**config.mk**
```make
export PLATFORM = sky130hd
export DESIGN_NAME = tfc_timer
export DESIGN_NICKNAME = d
export VERILOG_FILES = /design/src/rtl/tfc_pkg.sv /design/src/rtl/tfc_timer.sv
export SDC_FILE = /design/constraint.sdc
export NUM_CORES = 1
export LEC_CHECK = 0
export BUFFER_PORTS_ARGS = -buffer_cell sky130_fd_sc_hd__buf_4
export CORE_AREA = 2 2 112 141
export CTS_CLUSTER_DIAMETER = 200
export DETAILED_ROUTE_END_ITERATION = 7
export DIE_AREA = 0 0 114 143
export GPL_TIMING_DRIVEN = 0
export PLACE_DENSITY = 0.76
export SYNTH_ARGS = -nofsm -noshare
export SYNTH_HDL_FRONTEND = slang
export SYNTH_SLANG_ARGS = --single-unit
```
**constraint.sdc**
```tcl
create_clock -name pclk -period 4 [get_ports pclk]
set_clock_uncertainty 0.2 [all_clocks]
set_input_delay 1.2 -clock pclk [delete_from_list [all_inputs] [get_ports pclk]]
set_output_delay 1.2 -clock pclk [all_outputs]
set_load 0.02 [all_outputs]
```
**src/rtl/tfc_pkg.sv**
```systemverilog
package tfc_pkg;

    // Register byte offsets; printed offsets are not all multiples of four,
    // so each is an index and the byte address is four times the index
    localparam logic [7:0] idx_control_a = 8'h80;
    localparam logic [7:0] idx_control_b = 8'h81;
    localparam logic [7:0] idx_force_compare_control = 8'h82;
    localparam logic [7:0] idx_counter_low_byte = 8'h84;
    localparam logic [7:0] idx_counter_high_byte = 8'h85;
    localparam logic [7:0] idx_capture_low = 8'h86;
    localparam logic [7:0] idx_capture_high = 8'h87;
    localparam logic [7:0] idx_compare_a_low = 8'h88;
    localparam logic [7:0] idx_compare_a_high = 8'h89;
    localparam logic [7:0] idx_compare_b_low = 8'h8A;
    localparam logic [7:0] idx_compare_b_high = 8'h8B;
    localparam logic [7:0] idx_compare_c_low = 8'h8C;
    localparam logic [7:0] idx_compare_c_high = 8'h8D;

    // Field positions
    localparam int ctla_mode_a_lsb = 6;
    localparam int ctla_mode_b_lsb = 4;
    localparam int ctla_mode_c_lsb = 2;
    localparam int ctlb_wave_upper_lsb = 3;
    localparam int force_a_bit = 7;
    localparam int force_b_bit = 6;
    localparam int force_c_bit = 5;

    // Reset values
    localparam logic [7:0] control_reset = 8'h00;
    localparam logic [15:0] word_reset = 16'h0000;

    // Prescaler tap bit positions (divide by 8, 64, 256, 1024)
    localparam int tap_div8 = 2;
    localparam int tap_div64 = 5;
    localparam int tap_div256 = 7;
    localparam int tap_div1024 = 9;

    // Waveform codes
    localparam logic [3:0] wave_normal = 4'h0;
    localparam logic [3:0] wave_ctc_a = 4'h4;
    localparam logic [3:0] wave_pfc_cap = 4'h8;
    localparam logic [3:0] wave_pfc_a = 4'h9;
    localparam logic [3:0] wave_pc_cap = 4'hA;
    localparam logic [3:0] wave_pc_a = 4'hB;
    localparam logic [3:0] wave_ctc_a2 = 4'hC;
    localparam logic [3:0] wave_reserved = 4'hD;
    localparam logic [3:0] wave_fast_cap = 4'hE;
    localparam logic [3:0] wave_fast_a = 4'hF;

    // Clock select codes
    localparam logic [2:0] clk_stop = 3'h0;
    localparam logic [2:0] clk_div1 = 3'h1;
    localparam logic [2:0] clk_div8 = 3'h2;
    localparam logic [2:0] clk_div64 = 3'h3;
    localparam logic [2:0] clk_div256 = 3'h4;
    localparam logic [2:0] clk_div1024 = 3'h5;
    localparam logic [2:0] clk_ext_fall = 3'h6;
    localparam logic [2:0] clk_ext_rise = 3'h7;

    // Compare output modes
    localparam logic [1:0] com_off = 2'h0;
    localparam logic [1:0] com_toggle = 2'h1;
    localparam logic [1:0] com_clear = 2'h2;
    localparam logic [1:0] com_set = 2'h3;

    // Counting style
    typedef enum logic [1:0] {
        tfc_up_wrap,
        tfc_up_down,
        tfc_up_fast
    } tfc_count_type;

    // Decoded waveform mode
    typedef struct packed {
        tfc_count_type style;
        logic pwm;
        logic top_from_capture;
        logic top_from_a;
        logic [15:0] fixed_top;
    } tfc_wave_type;

endpackage : tfc_pkg

```
**src/rtl/tfc_timer.sv**
```systemverilog
`timescale 1ns/1ps
// How it works
// - code 0 normal, 1-3/5-7 8-10 bit PWM
// - codes 8,9 phase-frequency correct PWM
// - 10,11 phase correct; 14,15 fast PWM
// - clock select 0 stops, 1-5 prescaler taps
// - code 6 falling, code 7 rising pin edges
// - pin counts even when used as output
// - force bits only act in non-PWM modes
// - force applies match using current output mode
// - force raises no interrupt, never clears counter
// - force bits are strobes, read zero
// - force register bits 4:0 reserved, zero
// - counter readable/writable as two bytes
// - shared temporary high byte makes access atomic
// - counter write blocks next timer-clock match
// - output mode off, toggle, clear, set
// - control B bits 4:3 wave, 2:0 clock
module tfc_timer (
    // APB slave
    input wire logic pclk,
    input wire logic presetn,
    input wire logic psel,
    input wire logic penable,
    input wire logic pwrite,
    input wire logic [11:0] paddr,
    input wire logic [31:0] pwdata,
    output logic [31:0] prdata,
    output logic pready,
    output logic pslverr,
    // External count pin and capture value
    input wire logic ext_count_pin,
    input wire logic [15:0] capture_value,
    // Waveform outputs
    output logic [2:0] wave_out,
    output logic [2:0] wave_out_en
);

    // TOP of the fixed-width PWM modes from the two low code bits
    function automatic logic [15:0] pwm_top(input logic [1:0] bits_code);
        case (bits_code)
            2'h2: pwm_top = 16'h01FF;
            2'h3: pwm_top = 16'h03FF;
            default: pwm_top = 16'h00FF;
        endcase
    endfunction : pwm_top

    // Waveform decode of the four-bit mode field
    function automatic tfc_pkg::tfc_wave_type decode_wave(input logic [3:0] m);
        tfc_pkg::tfc_wave_type w;
        // Default: plain up count to full scale
        w = '{tfc_pkg::tfc_up_wrap, 1'b0, 1'b0, 1'b0, 16'hFFFF};
        case (m)
            tfc_pkg::wave_normal: w.fixed_top = 16'hFFFF;
            4'h1, 4'h2, 4'h3: begin
                w.style = tfc_pkg::tfc_up_down;
                w.pwm = 1'b1;
                w.fixed_top = pwm_top(m[1:0]);
            end
            4'h5, 4'h6, 4'h7: begin
                w.style = tfc_pkg::tfc_up_fast;
                w.pwm = 1'b1;
                w.fixed_top = pwm_top(m[1:0]);
            end
            tfc_pkg::wave_ctc_a, tfc_pkg::wave_ctc_a2: w.top_from_a = 1'b1;
            tfc_pkg::wave_reserved: w.fixed_top = 16'hFFFF;
            tfc_pkg::wave_pfc_cap, tfc_pkg::wave_pc_cap: begin
                w.style = tfc_pkg::tfc_up_down;
                w.pwm = 1'b1;
                w.top_from_capture = 1'b1;
            end
            tfc_pkg::wave_pfc_a, tfc_pkg::wave_pc_a: begin
                w.style = tfc_pkg::tfc_up_down;
                w.pwm = 1'b1;
                w.top_from_a = 1'b1;
            end
            tfc_pkg::wave_fast_cap: begin
                w.style = tfc_pkg::tfc_up_fast;
                w.pwm = 1'b1;
                w.top_from_capture = 1'b1;
            end
            tfc_pkg::wave_fast_a: begin
                w.style = tfc_pkg::tfc_up_fast;
                w.pwm = 1'b1;
                w.top_from_a = 1'b1;
            end
            default: w.fixed_top = 16'hFFFF;
        endcase
        return w;
    endfunction : decode_wave

    // Output level after a match for a given output mode
    // Mode off keeps the level; only the enable drops
    function automatic logic next_level(input logic [1:0] mode, input logic cur);
        case (mode)
            tfc_pkg::com_toggle: next_level = ~cur;
            tfc_pkg::com_clear: next_level = 1'b0;
            tfc_pkg::com_set: next_level = 1'b1;
            default: next_level = cur;
        endcase
    endfunction : next_level

    // Software-visible registers and the shared high byte
    logic [7:0] control_a;
    logic [4:0] control_b;
    logic [15:0] counter_value;
    logic [7:0] temp_high;
    logic [15:0] compare_value [3];

    // Prescaler and external pin synchroniser
    logic [9:0] prescaler;
    logic pin_sync1;
    logic pin_sync2;
    logic pin_prev;

    // Up-down direction and the one-tick match block
    logic counting_down;
    logic block_match;

    // APB decode; register index is byte address divided by four
    // Only aligned addresses in the low kilobyte are mapped
    wire logic [7:0] reg_index = paddr[9:2];
    wire logic in_range = paddr[11:10] == 2'b00 && paddr[1:0] == 2'b00;
    wire logic access = psel && penable;
    wire logic wr = access && pwrite;
    wire logic rd = access && !pwrite;

    // One-hot register hits
    wire logic hit_ctla = in_range && reg_index == tfc_pkg::idx_control_a;
    wire logic hit_ctlb = in_range && reg_index == tfc_pkg::idx_control_b;
    wire logic hit_force = in_range && reg_index == tfc_pkg::idx_force_compare_control;
    wire logic hit_cnt_lo = in_range && reg_index == tfc_pkg::idx_counter_low_byte;
    wire logic hit_cnt_hi = in_range && reg_index == tfc_pkg::idx_counter_high_byte;
    wire logic hit_cap_lo = in_range && reg_index == tfc_pkg::idx_capture_low;
    wire logic hit_cap_hi = in_range && reg_index == tfc_pkg::idx_capture_high;

    // Compare bank: low and high bytes of channels A to C
    wire logic hit_cmp_lo = in_range && reg_index[7:3] == 5'h11 && reg_index[0] == 1'b0
        && reg_index[2:1] != 2'b11;
    wire logic hit_cmp_hi = in_range && reg_index[7:3] == 5'h11 && reg_index[0] == 1'b1
        && reg_index[2:1] != 2'b11;
    wire logic [1:0] cmp_idx = (reg_index >= tfc_pkg::idx_compare_a_low) ?
        2'(reg_index[2:1] - 2'b00) : 2'b00;

    // An access that hits nothing is refused
    wire logic hit_any = hit_ctla || hit_ctlb || hit_force || hit_cnt_lo || hit_cnt_hi
        || hit_cap_lo || hit_cap_hi || hit_cmp_lo || hit_cmp_hi;

    // Mode decode
    // Upper wave bits and clock select share control register B
    wire logic [3:0] waveform_mode = {control_b[4:3], control_a[1:0]};
    wire logic [2:0] clock_select = control_b[2:0];
    wire tfc_pkg::tfc_wave_type wave = decode_wave(waveform_mode);

    // TOP from the capture input, compare A or the fixed width
    wire logic [15:0] top_value = wave.top_from_capture ? capture_value :
        wave.top_from_a ? compare_value[0] : wave.fixed_top;

    // Clock source selection from prescaler taps or synchronised pin edges
    // Pin modes count edges even while the pin is driven out
    wire logic pin_fall = pin_prev && !pin_sync2;
    wire logic pin_rise = !pin_prev && pin_sync2;

    // Free-running prescaler; a tap fires as its low bits roll to zero
    wire logic [9:0] next_prescaler = prescaler + 10'h001;
    logic timer_tick;
    always_comb begin
        case (clock_select)
            tfc_pkg::clk_stop: timer_tick = 1'b0;
            tfc_pkg::clk_div1: timer_tick = 1'b1;
            tfc_pkg::clk_div8: timer_tick = next_prescaler[tfc_pkg::tap_div8:0] == '0;
            tfc_pkg::clk_div64: timer_tick = next_prescaler[tfc_pkg::tap_div64:0] == '0;
            tfc_pkg::clk_div256: timer_tick = next_prescaler[tfc_pkg::tap_div256:0] == '0;
            tfc_pkg::clk_div1024: timer_tick = next_prescaler[tfc_pkg::tap_div1024:0] == '0;
            tfc_pkg::clk_ext_fall: timer_tick = pin_fall;
            tfc_pkg::clk_ext_rise: timer_tick = pin_rise;
            default: timer_tick = 1'b0;
        endcase
    end

    // Counter sequencing
    // Up-down styles turn at TOP and zero; the others restart at zero
    // A counter write wins over counting in the same cycle
    wire logic at_top = counter_value >= top_value;
    wire logic at_bottom = counter_value == 16'h0000;
    wire logic cnt_write = wr && hit_cnt_lo;
    logic [15:0] next_counter;
    logic next_down;
    always_comb begin
        next_counter = counter_value;
        next_down = counting_down;
        if (timer_tick) begin
            case (wave.style)
                tfc_pkg::tfc_up_down: begin
                    if (counting_down && !at_bottom) begin
                        next_counter = counter_value - 16'h0001;
                    end else if (counting_down) begin
                        next_down = 1'b0;
                        next_counter = 16'h0001;
                    end else if (at_top) begin
                        next_down = 1'b1;
                        next_counter = counter_value - 16'h0001;
                    end else begin
                        next_counter = counter_value + 16'h0001;
                    end
                end
                tfc_pkg::tfc_up_fast: next_counter = at_top ? 16'h0000 : counter_value + 16'h0001;
                tfc_pkg::tfc_up_wrap: begin
                    if (wave.top_from_a && at_top) begin
                        next_counter = 16'h0000;
                    end else begin
                        next_counter = counter_value + 16'h0001;
                    end
                end
                default: next_counter = counter_value + 16'h0001;
            endcase
        end
        if (cnt_write) begin
            next_counter = {temp_high, pwdata[7:0]};
        end
    end

    // Compare matches, suppressed on the tick after a counter write
    // Matches and force strobes act only outside PWM modes
    // A force strobe never touches the counter
    wire logic match_ok = timer_tick && !block_match && !wave.pwm;
    wire logic [2:0] force_hit = (wr && hit_force && !wave.pwm) ?
        {pwdata[tfc_pkg::force_c_bit], pwdata[tfc_pkg::force_b_bit], pwdata[tfc_pkg::force_a_bit]}
        : 3'b000;

    // Output mode of each channel, A in slot 0
    logic [1:0] com_mode [3];
    assign com_mode[0] = control_a[7:6];
    assign com_mode[1] = control_a[5:4];
    assign com_mode[2] = control_a[3:2];

    // Read data mux; force bits and reserved bits read zero
    // Counter and capture high bytes return the shared high byte
    logic [7:0] read_byte;
    always_comb begin
        read_byte = 8'h00;
        if (hit_ctla) read_byte = control_a;
        else if (hit_ctlb) read_byte = {3'b000, control_b};
        else if (hit_force) read_byte = 8'h00;
        else if (hit_cnt_lo) read_byte = counter_value[7:0];
        else if (hit_cnt_hi) read_byte = temp_high;
        else if (hit_cap_lo) read_byte = capture_value[7:0];
        else if (hit_cap_hi) read_byte = temp_high;
        else if (hit_cmp_lo) read_byte = compare_value[cmp_idx][7:0];
        else if (hit_cmp_hi) read_byte = compare_value[cmp_idx][15:8];
    end

    // Control and compare registers
    // Reset leaves the timer stopped in normal mode
    // A compare low-byte write commits the parked high byte
    always_ff @(posedge pclk or negedge presetn) begin
        if (!presetn) begin
            control_a <= tfc_pkg::control_reset;
            control_b <= 5'h00;
            compare_value <= '{3{tfc_pkg::word_reset}};
        end else if (wr) begin
            if (hit_ctla) control_a <= pwdata[7:0];
            if (hit_ctlb) control_b <= pwdata[4:0];
            if (hit_cmp_lo) compare_value[cmp_idx] <= {temp_high, pwdata[7:0]};
        end
    end

    // Shared temporary high byte: loaded on counter and compare high writes and on counter and capture low reads
    // Software writes high before low and reads low before high
    always_ff @(posedge pclk or negedge presetn) begin
        if (!presetn) begin
            temp_high <= 8'h00;
        end else if (wr && (hit_cnt_hi || hit_cmp_hi)) begin
            temp_high <= pwdata[7:0];
        end else if (rd && hit_cnt_lo) begin
            temp_high <= counter_value[15:8];
        end else if (rd && hit_cap_lo) begin
            temp_high <= capture_value[15:8];
        end
    end

    // Counter, direction, prescaler and pin edge capture
    // Only the second synchroniser stage feeds the edge detector
    // Setting the match block wins over clearing it
    always_ff @(posedge pclk or negedge presetn) begin
        if (!presetn) begin
            counter_value <= tfc_pkg::word_reset;
            counting_down <= 1'b0;
            prescaler <= 10'h000;
            pin_sync1 <= 1'b0;
            pin_sync2 <= 1'b0;
            pin_prev <= 1'b0;
            block_match <= 1'b0;
        end else begin
            counter_value <= next_counter;
            counting_down <= next_down;
            prescaler <= next_prescaler;
            pin_sync1 <= ext_count_pin;
            pin_sync2 <= pin_sync1;
            pin_prev <= pin_sync2;
            if (cnt_write) block_match <= 1'b1;
            else if (timer_tick) block_match <= 1'b0;
        end
    end

    // Waveform outputs: compare match or forced strobe per channel
    // A forced strobe takes priority over a match in the same cycle
    // Enables follow the output mode one clock after a control write
    always_ff @(posedge pclk or negedge presetn) begin
        if (!presetn) begin
            wave_out <= 3'b000;
            wave_out_en <= 3'b000;
        end else begin
            for (int i = 0; i < 3; i++) begin
                wave_out_en[i] <= com_mode[i] != tfc_pkg::com_off;
                if (force_hit[i]) begin
                    wave_out[i] <= next_level(com_mode[i], wave_out[i]);
                end else if (match_ok && counter_value == compare_value[i]) begin
                    wave_out[i] <= next_level(com_mode[i], wave_out[i]);
                end
            end
        end
    end

    // APB answer: zero wait states, error on unmapped address
    // Registered from the setup cycle, so it stands only in the access phase
    // Writes take effect at the access edge, when pready is sampled high
    always_ff @(posedge pclk or negedge presetn) begin
        if (!presetn) begin
            prdata <= 32'h0000_0000;
            pready <= 1'b0;
            pslverr <= 1'b0;
        end else begin
            pready <= psel && !penable;
            pslverr <= psel && !penable && !hit_any;
            prdata <= (psel && !penable && !pwrite) ? {24'h000000, read_byte} : 32'h0000_0000;
        end
    end

endmodule : tfc_timer

```
== Word level (Yosys, flattened, before mapping) ==
Cells that the tools add are included.

* $add $sub $neg: 3
* $lt $le $gt $ge: 4
* Equal/unequal tests: 46
* Mux-type cells: 50
* Bitwise logic cells: 6
* Reduce and logical (&&, ||, !) cells: 78

{| class="wikitable"
|+ Operator list
! cell !! count
|-
| 2-to-1 mux 16 bit || 13
|-
| 2-to-1 mux 8 bit || 13
|-
| == test 8 bit (second input constant) || 7
|-
| bitwise mux 48 bit || 1
|-
| == test 16 bit || 3
|-
| case mux 16 bit (3 select lines) || 1
|-
| logical AND 1 bit || 35
|-
| binary-select mux 16 bit (select 2 bit) || 1
|-
| demux 16 bit (select 2 bit) || 1
|-
| == test 4 bit (second input constant) || 7
|-
| case mux 10 bit (2 select lines) || 1
|-
| == test 2 bit (second input constant) || 9
|-
| adder 16 x 1 -> 16 bit (second input constant) || 1
|-
| == test 4 x 3 -> 1 bit (second input constant) || 4
|-
| >= comparator 16 bit || 1
|-
| logical NOT 16 bit || 1
|-
| subtractor 16 x 1 -> 16 bit (second input constant) || 1
|-
| nonzero test 2 bit || 7
|-
| == test 3 bit (second input constant) || 4
|-
| 2-to-1 mux 1 bit || 12
|-
| adder 10 x 1 -> 10 bit (second input constant) || 1
|-
| logical NOT 10 bit || 1
|-
| OR reduction 5 bit || 2
|-
| logical OR 1 bit || 9
|-
| other kinds (28) || 51
|}

* Register bits: 116
* Input port bits: 66
* Word-level logic and storage cells: 207

== Longest topological paths before layout ==
* Depth in word-level cells: 16
* Depth in mapped cells: 15
* Mapped depth without buffers: 14

== Worst setup path after synthesis ==
OpenSTA, ideal clock, no wires.

* Path type: input to register
* Start point: input port capture_value[0]
* End point: register counter_value[7]
* Library setup time: 95 ps
* Arrival: 3347 ps
* Path slack: 358 ps
* Stages on the path: 12
* Cells stage by stage: o22ai_1 > a21oi_1 > ha_1 > or3b_1 > o2111ai_1 > a31oi_1 > o31ai_2 > a31oi_1 > buf_4 > o22ai_1 > a21oi_1 > o31ai_1

* Word-level cells in the longest chain between the ends: 8
* Elaborated cells between the ends (all ways): 11
* Those cells by class: 1 x order compare; 9 x mux; 1 x reduce/logical

{| class="wikitable"
|+ Ends and longest elaborated chain
! element !! RTL line !! RTL
|-
| from (decl) || tfc_timer.sv:33 || <nowiki>input wire logic [15:0] capture_value,</nowiki>
|-
| 2-to-1 mux 16 bit * || tfc_timer.sv:156 || <nowiki>wire logic [15:0] top_value = wave.top_from_capture ? capture_value :</nowiki>
|-
| >= comparator 16 bit * || tfc_timer.sv:184 || <nowiki>wire logic at_top = counter_value >= top_value;</nowiki>
|-
| 2-to-1 mux 16 bit || tfc_timer.sv:200 || <nowiki>end else if (at_top) begin</nowiki>
|-
| 2-to-1 mux 16 bit || tfc_timer.sv:197 || <nowiki>end else if (counting_down) begin</nowiki>
|-
| 2-to-1 mux 16 bit || tfc_timer.sv:195 || <nowiki>if (counting_down && !at_bottom) begin</nowiki>
|-
| case mux 16 bit (3 select lines) * || tfc_timer.sv:193 || <nowiki>case (wave.style)</nowiki>
|-
| 2-to-1 mux 16 bit * || tfc_timer.sv:192 || <nowiki>if (timer_tick) begin</nowiki>
|-
| 2-to-1 mux 16 bit * || tfc_timer.sv:218 || <nowiki>if (cnt_write) begin</nowiki>
|-
| to (signal assigned) || tfc_timer.sv:287 || <nowiki>counter_value <= tfc_pkg::word_reset;</nowiki>
|-
| to (signal assigned) || tfc_timer.sv:295 || <nowiki>counter_value <= next_counter;</nowiki>
|-
| to (decl) || tfc_timer.sv:106 || <nowiki>logic [15:0] counter_value;</nowiki>
|}

Every way passes the cells marked *; elsewhere a longest branch is shown, timed or not. The select of a mux whose other input is x is not followed.
A chain may end at the register's enable or synchronous reset.

== Worst setup path after layout ==
* Start point: register control_a[1]
* End point: register counter_value[9]

* Word-level cells in the longest chain between the ends: 12
* Elaborated cells between the ends (all ways): 41
* Those cells by class: 1 x order compare; 18 x eq/ne; 15 x mux; 7 x reduce/logical

{| class="wikitable"
|+ Ends and longest elaborated chain
! element !! RTL line !! RTL
|-
| from (decl) || tfc_timer.sv:104 || <nowiki>logic [7:0] control_a;</nowiki>
|-
| from (signal assigned) || tfc_timer.sv:258 || <nowiki>control_a <= tfc_pkg::control_reset;</nowiki>
|-
| from (signal assigned) || tfc_timer.sv:262 || <nowiki>if (hit_ctla) control_a <= pwdata[7:0];</nowiki>
|-
| == test 4 x 3 -> 1 bit, or another cell as far along || tfc_timer.sv:53 || <nowiki>case (m)</nowiki>
|-
| OR reduction 6 bit (no source line), or another cell as far along || - ||
|-
| 2-to-1 mux 16 bit or 2-to-1 mux 1 bit (tied branches) || - ||
|-
| 2-to-1 mux 16 bit || tfc_timer.sv:157 || <nowiki>wave.top_from_a ? compare_value[0] : wave.fixed_top;</nowiki>
|-
| 2-to-1 mux 16 bit || tfc_timer.sv:156 ||
|-
| >= comparator 16 bit || tfc_timer.sv:184 ||
|-
| 2-to-1 mux 16 bit || tfc_timer.sv:200 ||
|-
| 2-to-1 mux 16 bit || tfc_timer.sv:197 ||
|-
| 2-to-1 mux 16 bit || tfc_timer.sv:195 ||
|-
| case mux 16 bit (3 select lines) * || tfc_timer.sv:193 ||
|-
| 2-to-1 mux 16 bit * || tfc_timer.sv:192 ||
|-
| 2-to-1 mux 16 bit * || tfc_timer.sv:218 ||
|}

Marked as above.

==> flow_summary_export.csv <==
group,metric,value,unit
sta,tightestPinTransition,1.20,ns
clock_network,cts_buffers,17,
worst_setup_path,critPathLaunchType,"flop",
sta,slew_headroom,19.2,%
logic_synthesis,yosysUniqueCellTypes,69,
worst_setup_path,path_delay_family,"compound AO/OA/AOI/OAI gates",
logic_synthesis,synth_edf_count,0,
cells_and_area,antenna_cells,0,
clock_network,ctsHoldBuffers,0,
sta,min_period,3.83,ns
global_routing,grt_pass1_vias,7598,
drt,wl,29100,um
sta,drv_slew,0,
worst_setup_path,path_class,"reg2reg",
drt,ant_nets,0,
cells_and_area,syn_to_final_growth,16.9,%
logic_synthesis,synth_ff_type,"dfrtp_1",
sta,hold_viol,0,
worst_setup_path,slowest_stage,"dfrtp_1",
worst_setup_path,crit_required,4.15,ns
clock_network,htreeDepth,4,
die,io_pins,106,
sta,fmax,0.261,GHz
min_path,hold_class,"reg2reg",
logic_synthesis,syn_inst,914,
drt,wl_per_cell,24.1,um
placement,hpwl,21000,um
drt,dr_wl_met3,3130,um
worst_setup_path,cpPeakStageDelay,0.47,ns
drt,top_layer,"met4",
die,die_area,16300,um2
logic_synthesis,syn_avg_cell_area,8.98,um2
die,start_util,55.2,%
sta,fin_crit_sh,95.8,%
clock_network,postCtsSetupBuffers,0,
clock_network,cts.clk_slew.worst_paths,0.06,ns
pwr,p_total,2.92,mW
cells_and_area,final_common_cell,"dfrtp_1",
drt,wl_met2,12700,um
drt,vias,8053,
drt,drt_iter0_markers,873,
logic_synthesis,ys_warn_count,0,
worst_setup_path,crit_path_cell_trace,"inv_2 > nand2_2 > nand2_2 > o22ai_1 > a21oi_1 > ha_1 > or3b_1 > o2111ai_1 > a31oi_1 > o31ai_4 > a31oi_2 > buf_4 > o21ai_0 > a22oi_1 > a21oi_1",
job,max-cap-violations,0,
global_routing,track_usage,36.4,%
cells_and_area,layout_common_cells,"dfrtp_1, buf_4, nand2_1, mux2_2, xnor2_1",
placement,dpl_cell_area,8980,um2
worst_setup_path,crit_buf_inv,2,
die,core_area,14900,um2
pwr,irDropWorstVdd,0.311,mV
run_status,status,"finished, final reports clean",
global_routing,grt_max_degree,98,
drt,drc,0,
cells_and_area,final_layout_size_suffix_gt1_share,21.4,%
worst_setup_path,critPathArrivalTime,3.98,ns
placement,io_buffers,56,
cells_and_area,nets,1098,
pwr,p_leak,4.00,nW
cells_and_area,finalInstanceArea,9600,um2
drt,firstDrtPassIters,6,
drt,viasPerCell,6.68,
logic_synthesis,async_flop_share,100,%
logic_synthesis,synth-seq-cells,116,
sta,rsz0062_at_grt,"false",
cells_and_area,stdcell_count,1206,
global_routing,grt_pass1_wl,44200,um
placement,place.gp.congestion,0.994,
placement,post-place-ws,-0.387,ns
pwr,power_density,304,nW/um2
sta,setup_viol,0,
clock_network,cts_num_sinks,116,
worst_setup_path,worst_setup_path_end_kind,"flop",
placement,dp.cells,1176,
clock_network,ctsLongestPathBuffers,2,
die,die_h,143,um
die,num_rows,50,
clock_network,cts_tree,"yes",
clock_network,clkLatencyLatePin,0.43,ns
worst_setup_path,worst-path-max-fanout,10,
logic_synthesis,syn_area,8210,um2
drt,wl_met1,11300,um
logic_synthesis,synth-seq-area-share,35.3,%
sta,hold-worst-slack,0.157,ns
global_routing,gr-total-overflow,0,
die,die_width,114,um
sta,worst_slack,0.167,ns
global_routing,antenna_found_initial,0,
clock_network,cts_root_buf,"clkbuf_16",
==> area by class of cell <==
class                           instances  area [um2]
Buffer                                 88         504
Clock buffer                           20         457
Clock inverter                         12         130
Fill cell                            1282        5290
Inverter                               16        60.1
Multi-Input combinational cell        715        4870
Sequential cell                       116        2900
Tap cell                              182         228
Timing Repair Buffer                   57         452
==> logic make-up after synthesis <==
kind of cell	after synthesis	synth area share (%)
other	1	0.0457
muxes	67	9.11
AOI/OAI and AO/OA	241	20.2
and+or+nand+nor	301	18.7
buffers and inverters	106	6.93
adders and majority gates	21	3.20
DFF	116	35.3
xor gates and xnor gates	61	6.51
==> through the flow <==
step | util [%] | setup TNS [ns]
floorplan | - | 0
global placement | 60.1 | -7.18
detailed placement | 60.3 | -8.80
CTS | 64.3 | 0
global route | 64.5 | 0
finish | 64.5 | 0
==> sequential cells by signal, summed over array words and instances (netlist names) <==
| register | cells |
|---|---|
| compare_value | 48 |
| counter_value | 16 |
| prescaler | 10 |
| control_a | 8 |
| prdata | 8 |
| temp_high | 8 |
| control_b | 5 |
| wave_out | 3 |
| wave_out_en | 3 |
| block_match | 1 |
| counting_down | 1 |
| pin_prev | 1 |
| pin_sync1 | 1 |
| pin_sync2 | 1 |
| pready | 1 |
| pslverr | 1 |
==> metal layers <==
| metal | vias to the layer above | track usage, % |
|---|---|---|
| li1 | 3559 | - |
| met1 | 3855 | 47.2 |
| met2 | 518 | 54.5 |
| met3 | 121 | 9.38 |
| met4 | 0 | 22.1 |
| met5 | - | 0 |
==> cell usage after synthesis (all sizes together) (9+ instances only) <==
library cell / count / area [um2]
a21oi: 45 / 229
a221oi: 14 / 123
a22oi: 16 / 120
a31oi: 22 / 138
a32oi: 9 / 78.8
and3: 10 / 62.6
buf: 50 / 359
clkbuf: 40 / 150
dfrtp: 116 / 2900
ha: 21 / 263
inv: 16 / 60.1
mux2: 62 / 698
nand2: 81 / 307
nand2b: 16 / 100
nand3: 49 / 245
nand4: 18 / 113
nor2: 51 / 191
nor2b: 13 / 81.3
nor3: 20 / 100
nor4: 14 / 113
o21ai: 51 / 267
o22ai: 16 / 100
xnor2: 54 / 473
==> power breakdown <==
| group | internal (mW) | switching (mW) |
|---|---|---|
| registers | 1.18 | 0.00456 |
| clock network | 0.948 | 0.581 |
| logic | 0.0718 | 0.139 |
| total | 2.20 | 0.725 |
==> path summary, 6_finish.rpt <==
path	from	end	slack [ns]	cells past startpoint
worst max-delay path	control_a[1]$_DFFE_PN0P_	counter_value[9]$_DFFE_PN0P_	0.17	15
worst min-delay path	pin_sync1$_DFF_PN0_	pin_sync2$_DFF_PN0_	0.16	0
worst max register to register	control_a[1]$_DFFE_PN0P_	counter_value[9]$_DFFE_PN0P_	0.17	15
worst min register to register	pin_sync1$_DFF_PN0_	pin_sync2$_DFF_PN0_	0.16	0
max in group asynchronous	presetn	compare_value[25]$_DFFE_PN0P_	2.43	2
min in group asynchronous	presetn	prescaler[0]$_DFF_PN0_	0.41	1
==> timing repair <==
action | CTS | global route
setup endpoints to repair | 14 | 17
gates cloned | 0 | 0
gates resized for setup | 3 | 10
pin swaps | 1 | 1
(Power assumes the default switching activity.)
